[src/phy_cal_pkg.sv]
`default_nettype none
package phy_cal_pkg;

	// ==========================================
	// register offsets
	localparam logic [7:0] CTRL_OFS      = 8'h00;
	localparam logic [7:0] STATUS_OFS    = 8'h04;
	localparam logic [7:0] WLAT_OFS      = 8'h08;
	localparam logic [7:0] RLAT_OFS      = 8'h0c;
	localparam logic [7:0] IRQ_STAT_OFS  = 8'h10;
	localparam logic [7:0] IRQ_MASK_OFS  = 8'h14;

	// ==========================================
	// field positions
	localparam int CTRL_TRACK_EN_BIT    = 0;
	localparam int CTRL_FAIL_INJECT_BIT = 1;
	localparam int CTRL_SOFT_RECAL_BIT  = 2;
	localparam int STAT_SUCCESS_BIT     = 0;
	localparam int STAT_FAIL_BIT        = 1;
	localparam int STAT_RUNNING_BIT     = 2;
	localparam int STAT_BUSY_LSB        = 4;
	localparam int IRQ_PASS_BIT         = 0;
	localparam int IRQ_FAIL_BIT         = 1;
	localparam int IRQ_TRACK_BIT        = 2;
	localparam int IRQ_W                = 3;

	// ==========================================
	// reset values
	localparam logic [2:0] CTRL_RST     = 3'h0;
	localparam logic [5:0] LAT_RST      = 6'h00;
	localparam logic [2:0] IRQ_MASK_RST = 3'h0;

	// ==========================================
	// widths and timing counts
	localparam int LAT_W              = 6;
	localparam int LAT_MAX            = 63;
	localparam int TRACK_CH           = 4;
	localparam int CNT_W              = 16;
	localparam int CAL_LINK_CYCLES    = 64;
	localparam int CAL_FIFO_CYCLES    = 32;
	localparam int TRACK_CYCLES       = 16;
	localparam int TRACK_INTERVAL     = 4000;

	typedef enum logic [2:0] {
		SEQ_RESET,
		SEQ_LINK,
		SEQ_FIFO,
		SEQ_PASS,
		SEQ_FAIL
	} seq_state_t;

endpackage
`default_nettype wire

[src/phy_read_cal_tracking_port.sv]
// The APB register port and the placing of the registers were decided locally.
`default_nettype none
// Operation
// - one enable bit may serve all slots when reads align to even cycles
// - read data counts only in slots flagged by read valid
// - read valid marks each valid slot, optionally as one shared bit
// - success status rises once calibration finishes well
// - failure status rises when calibration fails
// - recalibration request holds sequencer in its reset state
// - releasing the request starts a complete new calibration
// - write latency reported per group, 0 to 63 cycles
// - shared write latency needs only the low six bits
// - read latency reported, 0 to 63 cycles; rlat output held at zero in phy-only build
// - with tracking on, sequencer periodically borrows interface for strobe alignment
// - busy handshake stays high while tracking runs
// - sequencer calibrates link then fifos and reports outcome
module phy_read_cal_tracking_port #(
	parameter int RATE        = 2,
	parameter int DQ          = 32,
	parameter int GROUPS      = 4,
	parameter bit SINGLE_BIT  = 1'b0,
	parameter bit PHY_ONLY    = 1'b0,
	parameter int LINK_CYCLES = phy_cal_pkg::CAL_LINK_CYCLES,
	parameter int FIFO_CYCLES = phy_cal_pkg::CAL_FIFO_CYCLES,
	parameter int TRK_CYCLES  = phy_cal_pkg::TRACK_CYCLES,
	parameter int TRK_PERIOD  = phy_cal_pkg::TRACK_INTERVAL
) (
	input  wire logic                             pclk,
	input  wire logic                             presetn,
	input  wire logic                             ce,
	input  wire logic                             psel,
	input  wire logic                             penable,
	input  wire logic                             pwrite,
	input  wire logic [7:0]                       paddr,
	input  wire logic [31:0]                      pwdata,
	output logic      [31:0]                      prdata,
	output logic                                  pready,
	output logic                                  pslverr,
	output logic                                  irq,
	input  wire logic [RATE-1:0]                  rdata_en_full,
	input  wire logic [DQ-1:0]                    cap_rdata,
	output logic      [DQ-1:0]                    rdata,
	output logic      [RATE-1:0]                  rdata_valid,
	output logic                                  cal_success,
	output logic                                  cal_fail,
	input  wire logic                             cal_req,
	output logic      [GROUPS*6-1:0]              wlat,
	output logic      [phy_cal_pkg::LAT_W-1:0]    rlat,
	input  wire logic [phy_cal_pkg::TRACK_CH-1:0] ctl_refresh_done,
	output logic      [phy_cal_pkg::TRACK_CH-1:0] seq_busy,
	input  wire logic [phy_cal_pkg::TRACK_CH-1:0] ctl_long_idle
);
	localparam int WL = GROUPS * phy_cal_pkg::LAT_W;
	localparam int CW = phy_cal_pkg::CNT_W;

	if (GROUPS < 1 || GROUPS > 5) begin : g_bad_groups
		$error("phy_read_cal_tracking_port: GROUPS must be 1 to 5");
	end
	if (LINK_CYCLES < 1 || LINK_CYCLES >= 2**CW || FIFO_CYCLES < 1 || FIFO_CYCLES >= 2**CW) begin : g_bad_cal
		$error("phy_read_cal_tracking_port: calibration counts out of range");
	end

	localparam logic [CW-1:0] LINK_LAST = CW'(LINK_CYCLES - 1);
	localparam logic [CW-1:0] FIFO_LAST = CW'(FIFO_CYCLES - 1);

	typedef enum logic [2:0] {
		REG_CTRL,
		REG_STATUS,
		REG_WLAT,
		REG_RLAT,
		REG_IRQ_STAT,
		REG_IRQ_MASK,
		REG_NONE
	} reg_sel_t;

	typedef struct packed {
		phy_cal_pkg::seq_state_t       st;
		logic [CW-1:0]                 cnt;
		logic                          success;
		logic                          fail;
		logic                          track_en;
		logic                          fail_inject;
		logic                          soft_recal;
		logic [WL-1:0]                 wlat;
		logic [phy_cal_pkg::LAT_W-1:0] rlat;
		logic [phy_cal_pkg::IRQ_W-1:0] irq_stat;
		logic [phy_cal_pkg::IRQ_W-1:0] irq_mask;
		logic                          loaded;
		logic [31:0]                   prdata;
		logic                          pslverr;
	} port_t;

	port_t s_r;
	port_t s_nxt;

	logic                             recal;
	logic                             acc_done;
	logic                             track_on;
	logic                             track_done;
	logic [phy_cal_pkg::TRACK_CH-1:0] busy_w;
	logic [phy_cal_pkg::IRQ_W-1:0]    ev;
	reg_sel_t                         wsel;

	// ==========================================
	// address decode
	function automatic reg_sel_t decode(input logic [7:0] a);
		unique case (a)
			phy_cal_pkg::CTRL_OFS:     decode = REG_CTRL;
			phy_cal_pkg::STATUS_OFS:   decode = REG_STATUS;
			phy_cal_pkg::WLAT_OFS:     decode = REG_WLAT;
			phy_cal_pkg::RLAT_OFS:     decode = REG_RLAT;
			phy_cal_pkg::IRQ_STAT_OFS: decode = REG_IRQ_STAT;
			phy_cal_pkg::IRQ_MASK_OFS: decode = REG_IRQ_MASK;
			default:                   decode = REG_NONE;
		endcase
	endfunction

	function automatic logic [31:0] read_word(input reg_sel_t sel, input port_t s,
			input logic [phy_cal_pkg::TRACK_CH-1:0] busy);
		logic [31:0] w;
		w = 32'h0000_0000;
		unique case (sel)
			REG_CTRL: begin
				w[phy_cal_pkg::CTRL_TRACK_EN_BIT]    = s.track_en;
				w[phy_cal_pkg::CTRL_FAIL_INJECT_BIT] = s.fail_inject;
				w[phy_cal_pkg::CTRL_SOFT_RECAL_BIT]  = s.soft_recal;
			end
			REG_STATUS: begin
				w[phy_cal_pkg::STAT_SUCCESS_BIT] = s.success;
				w[phy_cal_pkg::STAT_FAIL_BIT]    = s.fail;
				w[phy_cal_pkg::STAT_RUNNING_BIT] = !s.success && !s.fail;
				w[phy_cal_pkg::STAT_BUSY_LSB +: phy_cal_pkg::TRACK_CH] = busy;
			end
			REG_WLAT:     w[WL-1:0]                 = s.wlat;
			REG_RLAT:     w[phy_cal_pkg::LAT_W-1:0] = s.rlat;
			REG_IRQ_STAT: w[phy_cal_pkg::IRQ_W-1:0] = s.irq_stat;
			REG_IRQ_MASK: w[phy_cal_pkg::IRQ_W-1:0] = s.irq_mask;
			REG_NONE:     w = 32'h0000_0000;
		endcase
		return w;
	endfunction

	assign acc_done = psel && penable && s_r.loaded && ce;
	assign recal    = cal_req || s_r.soft_recal;
	assign track_on = s_r.success && s_r.track_en && !recal;
	assign wsel     = decode(paddr);

	// ==========================================
	// next state
	always_comb begin
		s_nxt = s_r;
		ev = '0;

		// read data and error captured before the access completes
		if (psel && !s_r.loaded) begin
			s_nxt.prdata  = read_word(wsel, s_r, busy_w);
			s_nxt.pslverr = (wsel == REG_NONE);
			s_nxt.loaded  = 1'b1;
		end
		if (acc_done) begin
			s_nxt.loaded = 1'b0;
		end

		unique case (s_r.st)
			phy_cal_pkg::SEQ_RESET: begin
				s_nxt.cnt = '0;
				s_nxt.st = phy_cal_pkg::SEQ_LINK;
			end
			phy_cal_pkg::SEQ_LINK: begin
				if (s_r.cnt == LINK_LAST) begin
					s_nxt.cnt = '0;
					s_nxt.st  = phy_cal_pkg::SEQ_FIFO;
				end else begin
					s_nxt.cnt = s_r.cnt + 1'b1;
				end
			end
			phy_cal_pkg::SEQ_FIFO: begin
				if (s_r.cnt == FIFO_LAST) begin
					s_nxt.cnt = '0;
					if (s_r.fail_inject) begin
						s_nxt.st = phy_cal_pkg::SEQ_FAIL;
						ev[phy_cal_pkg::IRQ_FAIL_BIT] = 1'b1;
					end else begin
						s_nxt.st = phy_cal_pkg::SEQ_PASS;
						ev[phy_cal_pkg::IRQ_PASS_BIT] = 1'b1;
					end
				end else begin
					s_nxt.cnt = s_r.cnt + 1'b1;
				end
			end
			phy_cal_pkg::SEQ_PASS: s_nxt.st = phy_cal_pkg::SEQ_PASS;
			phy_cal_pkg::SEQ_FAIL: s_nxt.st = phy_cal_pkg::SEQ_FAIL;
			default: begin
				s_nxt.st  = phy_cal_pkg::SEQ_RESET;
				s_nxt.cnt = '0;
			end
		endcase

		if (recal) begin
			s_nxt.st  = phy_cal_pkg::SEQ_RESET;
			s_nxt.cnt = '0;
			ev = '0;
		end

		s_nxt.success = (s_nxt.st == phy_cal_pkg::SEQ_PASS);
		s_nxt.fail = (s_nxt.st == phy_cal_pkg::SEQ_FAIL);

		ev[phy_cal_pkg::IRQ_TRACK_BIT] = track_done;

		// register writes
		if (acc_done && pwrite) begin
			unique case (wsel)
				REG_CTRL: begin
					s_nxt.track_en    = pwdata[phy_cal_pkg::CTRL_TRACK_EN_BIT];
					s_nxt.fail_inject = pwdata[phy_cal_pkg::CTRL_FAIL_INJECT_BIT];
					s_nxt.soft_recal  = pwdata[phy_cal_pkg::CTRL_SOFT_RECAL_BIT];
				end
				REG_WLAT:     s_nxt.wlat = pwdata[WL-1:0];
				REG_RLAT:     s_nxt.rlat = pwdata[phy_cal_pkg::LAT_W-1:0];
				REG_IRQ_STAT: s_nxt.irq_stat = s_r.irq_stat & ~pwdata[phy_cal_pkg::IRQ_W-1:0];
				REG_IRQ_MASK: s_nxt.irq_mask = pwdata[phy_cal_pkg::IRQ_W-1:0];
				REG_STATUS, REG_NONE: s_nxt.irq_mask = s_r.irq_mask;
			endcase
		end
		// new events win over a clear in the same cycle
		s_nxt.irq_stat = s_nxt.irq_stat | ev;
	end

	always_ff @(posedge pclk or negedge presetn) begin
		if (!presetn) begin
			s_r             <= '0;
			s_r.st          <= phy_cal_pkg::SEQ_RESET;
			s_r.track_en    <= phy_cal_pkg::CTRL_RST[phy_cal_pkg::CTRL_TRACK_EN_BIT];
			s_r.fail_inject <= phy_cal_pkg::CTRL_RST[phy_cal_pkg::CTRL_FAIL_INJECT_BIT];
			s_r.soft_recal  <= phy_cal_pkg::CTRL_RST[phy_cal_pkg::CTRL_SOFT_RECAL_BIT];
			s_r.wlat        <= {GROUPS{phy_cal_pkg::LAT_RST}};
			s_r.rlat        <= phy_cal_pkg::LAT_RST;
			s_r.irq_mask    <= phy_cal_pkg::IRQ_MASK_RST;
		end else if (ce) begin
			s_r <= s_nxt;
		end
	end

	// ==========================================
	// read return path
	phy_read_return #(
		.RATE       (RATE),
		.DQ         (DQ),
		.SINGLE_BIT (SINGLE_BIT)
	) u_read_return (
		.pclk          (pclk),
		.presetn       (presetn),
		.ce            (ce),
		.enable        (s_r.success),
		.rlat          (s_r.rlat),
		.rdata_en_full (rdata_en_full),
		.cap_rdata     (cap_rdata),
		.rdata_valid   (rdata_valid),
		.rdata         (rdata)
	);

	// ==========================================
	// tracking manager
	phy_track_mgr #(
		.INTERVAL (TRK_PERIOD),
		.DURATION (TRK_CYCLES)
	) u_track_mgr (
		.pclk             (pclk),
		.presetn          (presetn),
		.ce               (ce),
		.enable           (track_on),
		.ctl_refresh_done (ctl_refresh_done),
		.ctl_long_idle    (ctl_long_idle),
		.seq_busy         (busy_w),
		.track_done       (track_done)
	);

	// ==========================================
	// outputs
	assign prdata      = s_r.prdata;
	assign pready      = acc_done;
	assign pslverr     = acc_done && s_r.pslverr;
	assign irq         = |(s_r.irq_stat & s_r.irq_mask);
	assign cal_success = s_r.success;
	assign cal_fail    = s_r.fail;
	assign wlat        = s_r.wlat;
	// no read latency in phy-only build
	assign rlat        = PHY_ONLY ? '0 : s_r.rlat;
	assign seq_busy    = busy_w;
endmodule
`default_nettype wire

[src/phy_read_return.sv]
`default_nettype none
module phy_read_return #(
	parameter int RATE       = 2,
	parameter int DQ         = 32,
	parameter bit SINGLE_BIT = 1'b0
) (
	input  wire logic                          pclk,
	input  wire logic                          presetn,
	input  wire logic                          ce,
	input  wire logic                          enable,
	input  wire logic [phy_cal_pkg::LAT_W-1:0] rlat,
	input  wire logic [RATE-1:0]               rdata_en_full,
	input  wire logic [DQ-1:0]                 cap_rdata,
	output logic      [RATE-1:0]               rdata_valid,
	output logic      [DQ-1:0]                 rdata
);
	localparam int DEPTH = phy_cal_pkg::LAT_MAX + 1;

	if (RATE < 1 || RATE > 4 || DQ < 1) begin : g_bad
		$error("phy_read_return: unsupported RATE or DQ");
	end

	typedef struct packed {
		logic [DEPTH-1:0][RATE-1:0] pipe;
		logic [RATE-1:0]            valid;
		logic [DQ-1:0]              data;
	} rr_t;

	rr_t s_r;
	rr_t s_nxt;
	logic [RATE-1:0] en_eff;

	always_comb begin
		s_nxt = s_r;
		en_eff = SINGLE_BIT ? {RATE{rdata_en_full[0]}} : rdata_en_full;
		en_eff = en_eff & {RATE{enable}};
		s_nxt.pipe[0] = en_eff;
		for (int k = 1; k < DEPTH; k++) begin
			s_nxt.pipe[k] = s_r.pipe[k-1];
		end
		if (rlat == '0) begin
			s_nxt.valid = en_eff;
		end else begin
			s_nxt.valid = s_r.pipe[rlat - 6'h01];
		end
		if (SINGLE_BIT) begin
			s_nxt.valid = {RATE{s_nxt.valid[0]}};
		end
		if (|s_nxt.valid) begin
			s_nxt.data = cap_rdata;
		end
	end

	always_ff @(posedge pclk or negedge presetn) begin
		if (!presetn) begin
			s_r <= '0;
		end else if (ce) begin
			s_r <= s_nxt;
		end
	end

	assign rdata_valid = s_r.valid;
	assign rdata       = s_r.data;
endmodule
`default_nettype wire

[src/phy_track_mgr.sv]
`default_nettype none
module phy_track_mgr #(
	parameter int INTERVAL = phy_cal_pkg::TRACK_INTERVAL,
	parameter int DURATION = phy_cal_pkg::TRACK_CYCLES
) (
	input  wire logic                             pclk,
	input  wire logic                             presetn,
	input  wire logic                             ce,
	input  wire logic                             enable,
	input  wire logic [phy_cal_pkg::TRACK_CH-1:0] ctl_refresh_done,
	input  wire logic [phy_cal_pkg::TRACK_CH-1:0] ctl_long_idle,
	output logic      [phy_cal_pkg::TRACK_CH-1:0] seq_busy,
	output logic                                  track_done
);
	localparam int CH = phy_cal_pkg::TRACK_CH;
	localparam int CW = phy_cal_pkg::CNT_W;

	if (INTERVAL < 2 || INTERVAL >= 2**CW || DURATION < 1 || DURATION >= 2**CW) begin : g_bad
		$error("phy_track_mgr: INTERVAL or DURATION out of range");
	end

	localparam logic [CW-1:0] INT_LAST = CW'(INTERVAL - 1);
	localparam logic [CW-1:0] DUR_LAST = CW'(DURATION - 1);

	typedef struct packed {
		logic [CW-1:0]         tick;
		logic [CH-1:0]         busy;
		logic [CH-1:0][CW-1:0] cnt;
		logic                  done;
	} tm_t;

	tm_t  s_r;
	tm_t  s_nxt;
	logic due;

	always_comb begin
		s_nxt = s_r;
		s_nxt.done = 1'b0;
		due = 1'b0;
		if (!enable) begin
			s_nxt.tick = '0;
		end else if (s_r.tick == INT_LAST) begin
			s_nxt.tick = '0;
			due = 1'b1;
		end else begin
			s_nxt.tick = s_r.tick + 1'b1;
		end
		for (int i = 0; i < CH; i++) begin
			if (!enable) begin
				s_nxt.busy[i] = 1'b0;
				s_nxt.cnt[i]  = '0;
			end else if (s_r.busy[i]) begin
				if (s_r.cnt[i] == DUR_LAST) begin
					s_nxt.busy[i] = 1'b0;
					s_nxt.cnt[i]  = '0;
					s_nxt.done    = 1'b1;
				end else begin
					s_nxt.cnt[i] = s_r.cnt[i] + 1'b1;
				end
			end else if (due || ctl_refresh_done[i] || ctl_long_idle[i]) begin
				s_nxt.busy[i] = 1'b1;
				s_nxt.cnt[i]  = '0;
			end
		end
	end

	always_ff @(posedge pclk or negedge presetn) begin
		if (!presetn) begin
			s_r <= '0;
		end else if (ce) begin
			s_r <= s_nxt;
		end
	end

	assign seq_busy   = s_r.busy;
	assign track_done = s_r.done;
endmodule
`default_nettype wire
[config.mk]
export PLATFORM = sky130hd
export DESIGN_NAME = phy_read_cal_tracking_port
export DESIGN_NICKNAME = d
export VERILOG_FILES = /design/src/phy_cal_pkg.sv /design/src/phy_read_cal_tracking_port.sv /design/src/phy_read_return.sv /design/src/phy_track_mgr.sv
export SDC_FILE = /design/constraint.sdc
export NUM_CORES = 1
export LEC_CHECK = 0
export BUFFER_PORTS_ARGS = -buffer_cell sky130_fd_sc_hd__buf_4
export CORE_MARGIN = 2
export CORE_UTILIZATION = 59
export DETAILED_ROUTE_END_ITERATION = 12
export GPL_ROUTABILITY_DRIVEN = 0
export PLACE_DENSITY = 0.79
export SLEW_MARGIN = 20
export SYNTH_ARGS = -nofsm -noshare
export SYNTH_HDL_FRONTEND = slang
export SYNTH_SLANG_ARGS = --single-unit
export TNS_END_PERCENT = 1
[constraint.sdc]
create_clock -name pclk -period 4.09 [get_ports pclk]
set_input_delay 0.2045 -clock pclk [delete_from_list [all_inputs] [get_ports pclk]]
set_output_delay 0.2045 -clock pclk [all_outputs]
set_load 0.05 [all_outputs]
==> results.toml <==
[sta]
relSlewSlack_pct = 34.7
finalCriticalPeriod_ps = 3630
final.setup.tns_ps = 0
hold_viol = 0
fin_skew_ps = 23.6
drv_slew = 0
worst_pin_slew_ps = 979
timing.fmax_mhz = 275
setup_slack_ps = 458
period_share_pct = 88.8
rsz0062_at_grt = "no"
finalSetupViolCount = 0

[clock_network]
clk_pin_slew_ps = 60
cts_tree = "yes"
root_buffer = "clkbuf_16"
cts.sinks = 333
cts_max_path_buffers = 3
insertion_delay_ps = 520
postCtsSetupBuffers = 0
cts_inserted_buffers = 36
htreeDepth = 2

[synth]
synth_top_cell_by_area = "dfrtp_1"
synth.area.top_cells = "dfrtp_1 (50%), mux2_2 (13%), buf_4 (4.6%)"
synth_most_common_cell = "dfrtp_1"
synth_common_cells = "dfrtp_1 (333), mux2_2 (187), nand2_1 (155), o21ai_0 (146), buf_4 (102)"
synth-warning-count = 0
synth-main-ff-cell = "dfrtp_1"
yosysUniqueCellTypes = 62
synth_area_um2 = 16500
syn_inst = 1490
syn_avg_cell_area_um2 = 11.1
ys_ff_latch = 333
synthArstFlopShare_pct = 100
ys_seq_area_share_pct = 50.5
yosysTopAreaCellShare_pct = 50.5
synth_edf_count = 0

[global_routing]
first_global_vias = 11800
grt_use_total_pct = 25.6
grt_pass1_wl_mm = 60.5
grt_max_degree = 124
grt-ovfl-total = 0
antenna_found_initial = 1

[floorplan]
die_w_um = 171
start_util_pct = 59.8
num_rows = 61
core_area_um2 = 27600
dieArea_um2 = 29300
io_pins = 194
die_y_um = 171

[detailed_routing]
met3_length_mm = 2.08
detail_route.vias_per_cell = 5.87
dr.pass1.iters = 5
drc = 0
dr_wl_met2_mm = 19.1
postRouteAntennaNets = 0
num_vias = 11900
highest_layer = "met5"
drt-total-wl_mm = 37.5
wl_met1_mm = 15.5
avgRoutedWirePerCell_um = 18.5
drt-initial-drc-count = 905

[final_layout]
synthToLayoutAreaGrowth_pct = 17.5
num-nets-final = 1720
antenna_cells = 0
stdcell_count = 2028
finalCoreUtilization_pct = 70.2
drive_gt1_share_pct = 30.0

[critical_path]
crit_type = "register to register"
crit_fanout = 32
crit_path_end_kind = "register"
start_kind = "register"
worstPathRequired_ps = 4490
crit_arrival_ps = 4030

[placed_design]
place_inst = 1904
port_buffers = 177
pre_cts_slack_ps = 510
dp_hpwl_mm = 24.2

[pwr]
irDropWorstVdd_v = 0.000303
powerDensity_nw_per_um2 = 452
power.leakage_nw = 9.06

[outcome]
status = "finished, final reports clean"

[hold_path]
min_path_type = "primary input to register"

[run]
cap_violations = 0
-- registers in the layout, indices dropped and copies added (netlist names) --
name,count
u_track_mgr.seq_busy,4
u_read_return.rdata,32
s_r,30
u_read_return.s_r,2
u_read_return.s_nxt,126
prdata,24
cal_fail,1
rlat,6
wlat,24
u_track_mgr.track_done,1
u_track_mgr.s_r,80
cal_success,1
u_read_return.rdata_valid,2
-- worst max-delay path, stage by stage (launching register included) --
cell,delay (ps)
dfrtp_1,490
inv_1,120
ha_1,520
buf_4,240
mux4_2,300
mux2i_1,300
o31ai_1,120
and4b_1,220
o21ai_0,160
nand3_1,110
and4bb_1,310
buf_12,220
mux2_2,370
-- layout make-up --
type,count,area (µm²)
sequential,333,8330
fill,1949,8230
multi-input combinational,977,7070
timing repair buffer,258,2130
clock buffer,47,1020
tap,378,473
clock inverter,18,305
inverter,17,63.8
-- metrics by stage --
step | power (mW) | hold slack, ps | cell area (µm²)
final | 8.76 | 14.3 | 19400
after global routing | 9.06 | 1.87 | 19400
after CTS | 8.77 | 0.849 | 19400
after detailed placement | 5.12 | 255 | 17500
after global placement | 5.08 | 250 | 17500
after floorplan | 4.86 | -91.1 | 16500
-- cell usage in the layout (no fill, tap or decap), types with 35 or more instances in the layout --
master,synthesis,routed
nand2_1,155,155
nand3_1,44,44
dfrtp_1,333,333
mux2_2,187,187
clkbuf_16,0,37
and3_1,35,35
nor2_1,79,79
buf_4,102,194
o21ai_0,146,146
dlygate4sd3_1,0,59
-- routing by layer --
layer	vias to the layer above	global-route usage [%]
met1	5949	33.2
met4	2	7.41
met3	80	4.46
met2	359	44.2
li1	5510	-
met5	-	0
-- final timing paths --
| check | startpoint | to | slack, ps | cells after the start |
|---|---|---|---|---|
| worst max-delay path | rlat[1]$_DFFE_PN0P_ | u_read_return.rdata[12]$_DFFE_PN0P_ | 460 | 12 |
| worst min-delay path | rdata_en_full[1] | u_read_return.s_nxt[37]$_DFFE_PN0P_ | 10 | 3 |
| worst max register to register | rlat[1]$_DFFE_PN0P_ | u_read_return.rdata[12]$_DFFE_PN0P_ | 460 | 12 |
| worst min register to register | prdata[4]$_DFFE_PN0P_ | prdata[4]$_DFFE_PN0P_ | 480 | 2 |
| max in group asynchronous | presetn | u_read_return.s_nxt[90]$_DFFE_PN0P_ | 2730 | 3 |
| min in group asynchronous | presetn | u_track_mgr.s_r[64]$_DFFE_PN0P_ | 300 | 2 |
-- cell families after synthesis --
family          after synthesis  synth area share, %
compound gates              245                 8.77
xor+xnor                     22                 1.17
fa+ha+maj                     8                0.606
buf+inv                     187                 6.97
flops                       333                 50.5
mux                         250                 18.8
other cells                   1               0.0227
simple gates                444                 13.2
-- power by group --
group | leakage [nW] | switching (mW) | internal [mW]
clock | 0.646 | 1.34 | 2.28
sequential | 4.57 | 0.153 | 3.52
combinational | 3.84 | 0.958 | 0.517
total | 9.06 | 2.45 | 6.31
-- timing repair --
action,4_1_cts,5_1_grt
endpoints found under the setup margin,0,0
hold buffers,59,0
endpoints found under the hold margin,152,0
gates resized for setup,0,0
Note: power is estimated with default switching activity, not from simulation.
